File: config.mk
export PLATFORM = sky130hd
export DESIGN_NAME = pisosr_shifter
export DESIGN_NICKNAME = d
export VERILOG_FILES = /design/src/design/pisosr_pkg.sv /design/src/design/pisosr_shifter.sv
export SDC_FILE = /design/constraint.sdc
export NUM_CORES = 1
export LEC_CHECK = 0
export BUFFER_PORTS_ARGS = -buffer_cell sky130_fd_sc_hd__buf_4
export CAP_MARGIN = 20
export CELL_PAD_IN_SITES_DETAIL_PLACEMENT = 0
export CELL_PAD_IN_SITES_GLOBAL_PLACEMENT = 1
export CORE_UTILIZATION = 25
export DETAILED_ROUTE_END_ITERATION = 10
export PLACE_DENSITY_LB_ADDON = 0.3
export SLEW_MARGIN = 20
export SYNTH_ARGS = -nofsm -noshare
export SYNTH_HDL_FRONTEND = slang
export SYNTH_SLANG_ARGS = --single-unit
File: constraint.sdc
create_clock -name core_clk -period 4.3 [get_ports core_clk]
set_input_delay 0 -clock core_clk [delete_from_list [all_inputs] [get_ports core_clk]]
set_output_delay 0 -clock core_clk [all_outputs]
set_load 0.05 [all_outputs]
File: src/design/pisosr_pkg.sv
// constants, modes and pin bundle of the parallel-in serial-out shifter
`default_nettype none
package pisosr_pkg;
  localparam int          PISOSR_STAGES    = 8;      // stages in the shift chain
  localparam int          PISOSR_FIFO_DEP  = 8;      // words in the shifted-out bit fifo
  localparam int          PISOSR_FIFO_WID  = 1;      // one bit per shift event
  localparam logic [7:0]  PISOSR_STAGE_RST = 8'h00;  // chain contents after reset
  localparam logic        PISOSR_GATE_RST  = 1'h0;   // nor gate history after reset

  // what the chain does in a given cycle
  typedef enum logic [1:0] {
    PISOSR_MODE_HOLD  = 2'b00,
    PISOSR_MODE_LOAD  = 2'b01,
    PISOSR_MODE_SHIFT = 2'b10
  } pisosr_mode_t;

  // the host-driven pins, sampled on core_clk
  typedef struct packed {
    logic       shift_load_n;  // low loads / follows parallel inputs
    logic       clk_pin;       // shift clock pin
    logic       clk_inh;       // clock inhibit pin
    logic       ser_in;        // serial data into the first stage
    logic [7:0] par_in;        // [0] feeds first stage .. [7] feeds last
  } pisosr_pins_t;
endpackage
`default_nettype wire

File: src/design/pisosr_shifter.sv
// eight-stage parallel-in serial-out shifter with a fifo of shifted-out bits
//
// Behaviour
// - eight stages shift first toward last
// - load falling edge copies parallel inputs at once
// - load low: stages follow inputs A..H
// - load high: parallel inputs ignored
// - shift clock is NOR of clock, inhibit
// - either clock pin low enables the other
// - rising clock: first takes serial, others shift
// - no clock edge or inhibit held high: hold
// - last stage on true and inverted outputs
`default_nettype none

module pisosr_fifo
  import pisosr_pkg::*;
#(
  parameter int WIDTH = PISOSR_FIFO_WID,
  parameter int DEPTH = PISOSR_FIFO_DEP
) (
  input  wire logic             core_clk,  // system clock
  input  wire logic             resetn,    // async reset, active low
  input  wire logic             in_valid,  // push request
  output logic                  in_ready,  // room for a word
  input  wire logic [WIDTH-1:0] in_data,   // word pushed
  output logic                  out_valid, // word available
  input  wire logic             out_ready, // consumer takes word
  output logic      [WIDTH-1:0] out_data   // head word
);
  localparam int PW = (DEPTH > 1) ? $clog2(DEPTH) : 1;
  localparam int CW = $clog2(DEPTH + 1);
  localparam logic [CW-1:0] FULL_CNT = CW'(DEPTH);
  localparam logic [PW-1:0] LAST_PTR = PW'(DEPTH - 1);

  logic [WIDTH-1:0] mem [DEPTH];
  logic [PW-1:0]    wr_ptr_q, wr_ptr_d;
  logic [PW-1:0]    rd_ptr_q, rd_ptr_d;
  logic [CW-1:0]    count_q,  count_d;
  logic             ready_q,  ready_d;
  logic             valid_q,  valid_d;
  logic [WIDTH-1:0] head_q,   head_d;
  logic             push, pop;

  // flags and head word are registered so every handshake output is a flop
  always_comb begin
    push     = in_valid && ready_q;
    pop      = out_ready && valid_q;
    wr_ptr_d = wr_ptr_q;
    rd_ptr_d = rd_ptr_q;
    count_d  = count_q;
    if (push) begin
      wr_ptr_d = (wr_ptr_q == LAST_PTR) ? '0 : wr_ptr_q + PW'(1);
    end
    if (pop) begin
      rd_ptr_d = (rd_ptr_q == LAST_PTR) ? '0 : rd_ptr_q + PW'(1);
    end
    if (push && !pop) begin
      count_d = count_q + CW'(1);
    end else if (pop && !push) begin
      count_d = count_q - CW'(1);
    end
    ready_d = (count_d != FULL_CNT);
    valid_d = (count_d != '0);
    // a word written into the slot about to be read bypasses the memory
    if (push && (wr_ptr_q == rd_ptr_d)) begin
      head_d = in_data;
    end else begin
      head_d = mem[rd_ptr_d];
    end
  end

  always_ff @(posedge core_clk or negedge resetn) begin
    if (!resetn) begin
      wr_ptr_q <= '0;
      rd_ptr_q <= '0;
      count_q  <= '0;
      ready_q  <= 1'h1;
      valid_q  <= 1'h0;
      head_q   <= '0;
    end else begin
      wr_ptr_q <= wr_ptr_d;
      rd_ptr_q <= rd_ptr_d;
      count_q  <= count_d;
      ready_q  <= ready_d;
      valid_q  <= valid_d;
      head_q   <= head_d;
    end
  end

  // storage has no reset; empty flag hides stale words
  always_ff @(posedge core_clk) begin
    if (push) begin
      mem[wr_ptr_q] <= in_data;
    end
  end

  assign in_ready  = ready_q;
  assign out_valid = valid_q;
  assign out_data  = head_q;
endmodule

module pisosr_shifter
  import pisosr_pkg::*;
#(
  parameter int FIFO_DEPTH = PISOSR_FIFO_DEP
) (
  input  wire logic         core_clk,  // 100 MHz system clock
  input  wire logic         resetn,    // async reset, active low
  input  wire pisosr_pins_t pins,      // host pins, synchronous to core_clk
  output logic              ser_out,   // last stage, true
  output logic              ser_out_n, // last stage, inverted
  output logic              bit_valid, // shifted-out bit waiting
  output logic              bit_data,  // oldest shifted-out bit
  input  wire logic         bit_ready, // consumer takes the bit
  output logic              bit_room   // fifo can take another bit
);
  logic [PISOSR_STAGES-1:0] stages_q, stages_d;
  logic                     gate_q,   gate_d;
  logic                     inv_q,    inv_d;
  logic                     gate_now;
  logic                     shift_fire;
  pisosr_mode_t             mode;

  // nor of clock and inhibit; its falling edge is a rising edge on either pin while the other is low
  always_comb begin
    gate_now   = !(pins.clk_pin || pins.clk_inh);
    gate_d     = gate_now;
    shift_fire = pins.shift_load_n && gate_q && !gate_now;
    if (!pins.shift_load_n) begin
      mode = PISOSR_MODE_LOAD;
    end else if (shift_fire) begin
      mode = PISOSR_MODE_SHIFT;
    end else begin
      mode = PISOSR_MODE_HOLD;
    end
  end

  // chain next value; load overrides clock, inhibit and serial data
  always_comb begin
    case (mode)
      PISOSR_MODE_LOAD: begin
        stages_d = pins.par_in;
      end
      PISOSR_MODE_SHIFT: begin
        stages_d = {stages_q[PISOSR_STAGES-2:0], pins.ser_in};
      end
      default: begin
        stages_d = stages_q;
      end
    endcase
    inv_d = !stages_d[PISOSR_STAGES-1];
  end

  // inhibit raised while the clock is low still looks like an edge here
  always_ff @(posedge core_clk or negedge resetn) begin
    if (!resetn) begin
      stages_q <= PISOSR_STAGE_RST;
      gate_q   <= PISOSR_GATE_RST;
      inv_q    <= !PISOSR_STAGE_RST[PISOSR_STAGES-1];
    end else begin
      stages_q <= stages_d;
      gate_q   <= gate_d;
      inv_q    <= inv_d;
    end
  end

  // only the last stage leaves the block
  assign ser_out   = stages_q[PISOSR_STAGES-1];
  assign ser_out_n = inv_q;

  // bits pushed off the end are kept; dropped only when fifo is full
  pisosr_fifo #(
    .WIDTH (PISOSR_FIFO_WID),
    .DEPTH (FIFO_DEPTH)
  ) u_fifo (
    .core_clk  (core_clk),
    .resetn    (resetn),
    .in_valid  (shift_fire),
    .in_ready  (bit_room),
    .in_data   (stages_q[PISOSR_STAGES-1]),
    .out_valid (bit_valid),
    .out_ready (bit_ready),
    .out_data  (bit_data)
  );
endmodule
`default_nettype wire

==> flow_metrics.env, run 1 <==
export IMPL_run_status="complete, no violations"
export IMPL_avgRoutedWirePerCell_um=11.30
export IMPL_slew_headroom=0.6460
export IMPL_die_area_sq_um=6489
export IMPL_cp_required_ps=4500
export IMPL_die_y_um=80.56
export IMPL_cts_buffer_depth=2
export IMPL_antenna_found_initial=0
export IMPL_fin_nets=193
export IMPL_postLayoutCoreUtil=0.3343
export IMPL_hpwl_um=2026
export IMPL_hold_viol=0
export IMPL_ys_warn_count=0
export IMPL_fill_cells=607
export IMPL_io_buffers=19
export IMPL_avgSynthCellArea_sq_um=11.18
export IMPL_clk_pin_slew_worst_paths_ps=70
export IMPL_grt_pass1_wl_um=5092
export IMPL_whs_ps=20.84
export IMPL_yosysTopAreaCell="dfrtp_1"
export IMPL_syn_num_nets=159
export IMPL_ant_nets=0
export IMPL_critical_path_arrival_ps=2250
export IMPL_gp_congestion=0.7573
export IMPL_drc=0
export IMPL_ir_worst_vdd_mv=0.1913
export IMPL_final_cells=248
export IMPL_crit_path_max_incr_delay_ps=470
export IMPL_synth_seq_area_share=0.5304
export IMPL_pwr_density_cell_nw_per_um2=574.6
export IMPL_synth_common_cells="dfrtp_1 (21), nor2_1 (19), mux2i_1 (15), a21oi_1 (10)"
export IMPL_grt_pass1_vias=1160
export IMPL_core_sq_um=5921
export IMPL_routed_wl_um=2803
export IMPL_critPathKind="flip-flop to flip-flop"
export IMPL_dp_cells=228
export IMPL_fin_crit_sh=0.4760
export IMPL_ios=20
export IMPL_multiInputGateArea_sq_um=676.9
export IMPL_end_kind="flip-flop"
export IMPL_vias=1086
export IMPL_final_max_slew_viol_count=0
export IMPL_routed_via_density=4.379
export IMPL_syn_area_sq_um=1543
export IMPL_synth_most_common_cell="dfrtp_1"
export IMPL_hp_class="input port to flip-flop"
export IMPL_grt_util_all_layers=0.1063
export IMPL_grt_overflow_total=0
export IMPL_cts_tree="yes"
export IMPL_firstDrtPassIters=4
export IMPL_crit_family="multiplexers"
export IMPL_initial_utilization=0.2606
export IMPL_grt_max_degree=24
export IMPL_critPathBufInv=0
export IMPL_async_flop_share=0.7419
export IMPL_power_leakage_nw=0.8771
export IMPL_dieWidth_um=80.56
export IMPL_crit_chain="ha_1, ha_1, nor2_1, mux2i_4, mux2i_1, mux4_2, mux2i_1"
export IMPL_cts_buffers=5
export IMPL_tightestPinTransition_ps=531.0
export IMPL_ys_types=34
export IMPL_fmax_mhz=488.6
export IMPL_finalSetupViolations=0
export IMPL_h_tree_depth=2
export IMPL_period_minus_slack_ps=2047
export IMPL_finalSetupTns_ps=0
export IMPL_synth_area_leaders="dfrtp_1 (34%), edfxtp_1 (16%), mux2i_1 (9.7%)"
export IMPL_hold_depth=2
export IMPL_netlist_area_leader_share=0.3406
export IMPL_synth_edf_count=8
export IMPL_synth_ff_type="dfrtp_1"
export IMPL_seqCellArea_sq_um=818.3
export IMPL_antenna_cells=0
export IMPL_post_cts_resized_instances=0
export IMPL_cp_max_fo=5
export IMPL_drt_iter0_drc=56
export IMPL_insertion_delay_ps=280
export IMPL_cap_violations=0
export IMPL_ys_ff_latch=31
export IMPL_skew_ps=7.045
export IMPL_area_growth_pct=28.31
export IMPL_clock_tree_root_cell="clkbuf_8"
export IMPL_start_kind="flip-flop"
export IMPL_crit_slowest_cell="mux4_2"
export IMPL_numClockSinks=31
export IMPL_rr_worst_depth=7
export IMPL_p_total_mw=1.137
export IMPL_rsz0062_at_grt="no"
export IMPL_drive_gt1_frac=0.2139
export IMPL_cp_depth=7
export IMPL_rows=28
export IMPL_synthCells=138
through the flow:
stage          instance area, sq um  setup slack, ps
3_3_place_gp                   1762             2230
4_1_cts                        1972             2180
6_report                       1979             2253
5_1_grt                        1979             2122
2_1_floorplan                  1543             2382
3_5_place_dp                   1762             2221
area by class of cell:
type                            instances  area share
Multi-Input combinational cell         95      0.3420
Timing Repair Buffer                   31      0.1315
Sequential cell                        31      0.4134
Tap cell                               75     0.04741
Inverter                                8     0.01517
Clock buffer                            8     0.05057
report_power, final:
part	internal, mW	total, mW	switching (mW)
Combinational	0.208	0.436	0.228
Clock	0.146	0.249	0.103
Sequential	0.379	0.452	0.0739
Total	0.732	1.14	0.405
state kept, by name (all words and copies together) (netlist names):
register	flops
u_fifo.rd_ptr_q	3
ser_out_n	1
gate_q	1
stages_q	8
u_fifo.count_q	4
u_fifo.out_valid	1
u_fifo.wr_ptr_q	3
u_fifo.out_data	1
u_fifo.mem	8
u_fifo.in_ready	1
worst paths after layout:
check	from	to	slack, ps
max	u_fifo.rd_ptr_q[0]$_DFF_PN0_	u_fifo.out_data$_DFF_PN0_	2250
min	pins[11]	stages_q[4]$_DFFE_PN0P_	20
max reg2reg	u_fifo.rd_ptr_q[0]$_DFF_PN0_	u_fifo.out_data$_DFF_PN0_	2250
min reg2reg	u_fifo.count_q[3]$_DFF_PN0_	u_fifo.count_q[3]$_DFF_PN0_	470
max in group asynchronous	resetn	ser_out_n$_DFF_PN1_	3860
min in group asynchronous	resetn	u_fifo.out_valid$_DFF_PN0_	150
layout by cell type (no fill, tap or decap), drive strengths merged, types with 6 or more instances in the layout:
master and instances:
a21oi 10, buf 20, dlygate4sd3 11, nand2 7
dfrtp 21, edfxtp 8, nor2 19, clkbuf 8
inv 8, nand2b 6, mux2i 16, ha 6
routing by layer:
| layer | vias up | wire [um] | part of all wire | global-route usage |
|---|---|---|---|---|
| li1 | 551 | - | - | - |
| met1 | 513 | 1166 | 0.42 | 0.1120 |
| met2 | 17 | 1463 | 0.52 | 0.1847 |
| met3 | 5 | 99 | 0.035 | 0.03182 |
| met4 | 0 | 74 | 0.026 | 0.06429 |
| met5 | - | 0 | 0 | 0 |
kinds of logic after synthesis:
logic type | synth area share
DFF | 0.5304
muxes | 0.1411
buffers and inverters | 0.03082
adders and majority gates | 0.04866
xor gates and xnor gates | 0.02838
AOI/OAI and AO/OA | 0.07787
and+or+nand+nor | 0.1428
timing repair:
| action | CTS | global route |
|---|---|---|
| endpoints found under the hold margin | 32 | 0 |
| setup buffers | 0 | 0 |
| hold buffers | 11 | 0 |
No activity file was read; power rests on OpenSTA's default activity.
==> run 2, diff against run 1 <==
- ABC_AREA: not set -> 1
- clock period: 4.3 -> 1.65 ns (I/O delays scaled with it)
==> run 2 against run 1 <==
Effect of this change: cell count rose by 29%; clock power increased to 2.9 times the previous value; die area grew 6.0%; utilization grew 1.2 points; sequential share of layout area down 4.2 points; synthesized cell count grew 41%; critical path depth grew 1; non-clock buffer count up 10; sequential power grew to 2.5 times the previous value; hold slack improved by 14 ps; worst setup slack worse by 2100 ps.
==> flow_metrics.env, run 2 <==
export IMPL_run_status="complete, no violations"
export IMPL_initial_utilization=0.2579
export IMPL_post_synth_fa_ha_maj_area_fraction=0.04584
export IMPL_netlist_area_leader_share=0.3209
export IMPL_end_kind="flip-flop"
export IMPL_fill_cells=654
export IMPL_io_buffers=19
export IMPL_synth_compound_area_frac=0.05577
export IMPL_h_tree_depth=2
export IMPL_period_minus_slack_ps=1546
export IMPL_ys_ff_latch=31
export IMPL_skew_ps=3.690
export IMPL_die_area_sq_um=6879
export IMPL_fin_nets=262
export IMPL_yosysTopAreaCell="dfrtp_1"
export IMPL_postLayoutCoreUtil=0.3468
export IMPL_synthCells=194
export IMPL_fmax_mhz=646.9
export IMPL_cts_buffer_depth=2
export IMPL_cp_required_ps=1860
export IMPL_crit_path_max_incr_delay_ps=580
export IMPL_power_leakage_nw=1.089
export IMPL_cap_violations=0
export IMPL_rsz0062_at_grt="no"
export IMPL_synth_edf_count=8
export IMPL_worst_slack_ps=104.2
export IMPL_clk_pin_slew_worst_paths_ps=70
export IMPL_core_sq_um=6350
export IMPL_area_growth_pct=34.45
export IMPL_grt_max_degree=24
export IMPL_vias=1345
export IMPL_tightestPinTransition_ps=358.7
export IMPL_crit_slowest_cell="dlygate4sd3_1"
export IMPL_syn_num_nets=215
export IMPL_ys_warn_count=0
export IMPL_critical_path_arrival_ps=1750
export IMPL_combPwrFrac=0.432
export IMPL_synth_ff_type="dfrtp_1"
export IMPL_avgRoutedWirePerCell_um=11.35
export IMPL_p_seq_frac=0.345
export IMPL_die_y_um=82.94
export IMPL_internal_power_mw=1.981
export IMPL_routed_wl_um=3621
export IMPL_seqCellArea_sq_um=818.3
export IMPL_fin_crit_sh=0.9369
export IMPL_insertion_delay_ps=280
export IMPL_cp_max_fo=8
export IMPL_grt_overflow_total=0
export IMPL_async_flop_share=0.7419
export IMPL_layout_common_cells="nand2_1 (49), inv_1 (32), buf_4 (28)"
export IMPL_grt_util_all_layers=0.1125
export IMPL_hp_class="input port to flip-flop"
export IMPL_ir_worst_vdd_mv=0.5792
export IMPL_synthSimpleGateAreaFrac=0.3086
export IMPL_drc=0
export IMPL_whs_ps=34.38
export IMPL_power_switching_mw=1.316
export IMPL_dieWidth_um=82.94
export IMPL_avgSynthCellArea_sq_um=8.442
export IMPL_numClockSinks=31
export IMPL_final_max_slew_viol_count=0
export IMPL_drt_iter0_drc=61
export IMPL_start_kind="input port"
export IMPL_antenna_found_initial=0
export IMPL_multiInputGateArea_sq_um=711.9
export IMPL_synth_seq_area_share=0.4996
export IMPL_ant_nets=0
export IMPL_finalSetupTns_ps=0
export IMPL_p_total_mw=3.297
export IMPL_rows=29
export IMPL_antenna_cells=0
export IMPL_ios=20
export IMPL_ys_types=26
export IMPL_syn_area_sq_um=1638
export IMPL_synth_mux_area_frac=0
export IMPL_synth_xor_area_frac=0.005348
export IMPL_clock_tree_root_cell="clkbuf_8"
export IMPL_firstDrtPassIters=4
export IMPL_cts_buffers=5
export IMPL_cts_tree="yes"
export IMPL_synth_most_common_cell="nand2_1"
export IMPL_layout_commonest_cell="nand2_1"
export IMPL_grt_pass1_wl_um=6230
export IMPL_synth_common_cells="nand2_1 (50), inv_1 (32), nand3_1 (24), dfrtp_1 (21), nor2_1 (15)"
export IMPL_finalSetupViolations=0
export IMPL_gp_congestion=0.7190
export IMPL_crit_chain="dlygate4sd3_1, buf_4, nor2_4, nor2_4, buf_4, nand2_1, o221ai_2, dlygate4sd3_1"
export IMPL_routed_via_density=4.216
export IMPL_pwr_share_clk=0.223
export IMPL_slew_headroom=0.7609
export IMPL_grt_pass1_vias=1368
export IMPL_hpwl_um=2611
export IMPL_synth_area_leaders="dfrtp_1 (32%), edfxtp_1 (15%), nand2_1 (11%)"
export IMPL_drive_gt1_frac=0.2397
export IMPL_synth_top_family_by_area="simple AND/OR/NAND/NOR gates"
export IMPL_reg_largest_list="stages_q: 8 flops, u_fifo.mem: 8 flops, u_fifo.count_q: 4 flops"
export IMPL_critPathKind="input port to flip-flop"
export IMPL_dp_slack_ps=44.56
export IMPL_hold_viol=0
export IMPL_pwr_density_cell_nw_per_um2=1497
export IMPL_swShare=0.3990
-- run 2: cell count changes after synthesis, sizes merged, moves of 3 or more --
cell,change
nand2b,-6
nor3,-3
mux2i,-16
nand2,+50
a22oi,+7
xnor2,-4
nand3,+25
nand3b,+3
a21oi,-9
inv,+26
-- run 2: path summary, 6_finish.rpt --
check | startpoint | endpoint | slack (ps) | depth (start not counted)
max | pins[10] | ser_out_n$_DFF_PN1_ | 100 | 8
min in group asynchronous | resetn | stages_q[7]$_DFF_PN0_ | 160 | 2
min reg2reg | stages_q[5]$_DFFE_PN0P_ | stages_q[5]$_DFFE_PN0P_ | 490 | 2
min | pins[11] | stages_q[7]$_DFF_PN0_ | 30 | 3
max reg2reg | u_fifo.rd_ptr_q[0]$_DFF_PN0_ | u_fifo.out_data$_DFF_PN0_ | 160 | 10
max in group asynchronous | resetn | u_fifo.in_ready$_DFF_PN1_ | 1200 | 2
-- run 2: kinds of logic (layout without fill, tap and decap cells) --
| kind of cell | Yosys count | after routing |
|---|---|---|
| AND/OR/NAND/NOR | 108 | 108 |
| buffers and inverters | 35 | 83 |
| flip-flops | 31 | 31 |
| AO/OA/AOI/OAI | 13 | 13 |
| adder cells (fa/ha/maj) | 6 | 6 |
| XOR/XNOR | 1 | 1 |
-- run 2: critical path, delay by kind of cell --
family / cells / cell delay (ps)
and+or+nand+nor: 3 / 230
AOI/OAI and AO/OA: 1 / 100
buffers and inverters: 4 / 1420
-- run 2: timing repair --
| item | 4_1_cts | 5_1_grt |
|---|---|---|
| setup endpoints to repair | 0 | 2 |
| setup buffers | 0 | 4 |
| hold buffers | 13 | 0 |
| gates resized for setup | 0 | 8 |
| endpoints found under the hold margin | 32 | 0 |
-- run 2: final cells by class --
class                           count  share of cell area
Clock inverter                      3             0.01761
Sequential cell                    31              0.3716
Clock buffer                        5             0.03125
Tap cell                           77             0.04375
Timing Repair Buffer               41              0.1545
Multi-Input combinational cell    128              0.3233
Inverter                           34             0.05795
-- run 2: routing by layer --
layer / routed length, um / global-route usage
met5: 0 / 0
met4: 29 / 0.04232
met3: 100 / 0.02386
met2: 1748 / 0.1855
met1: 1743 / 0.1444
-- run 2: per-stage QoR --
stage	cell area, sq um	instances
2_1_floorplan	1638	194
6_report	2202	319
3_5_place_dp	1903	294
5_1_grt	2202	319
4_1_cts	2141	315
3_3_place_gp	1903	294
-- run 2: power by group through the flow --
stage                     logic, mW  clock network [mW]  registers, mW
after floorplan               0.842                   0           1.25
after global placement         1.34                   0           1.16
after detailed placement       1.32                   0           1.16
after CTS                      1.36               0.760           1.15
after global routing           1.63               0.780           1.16
final                          1.42               0.734           1.14
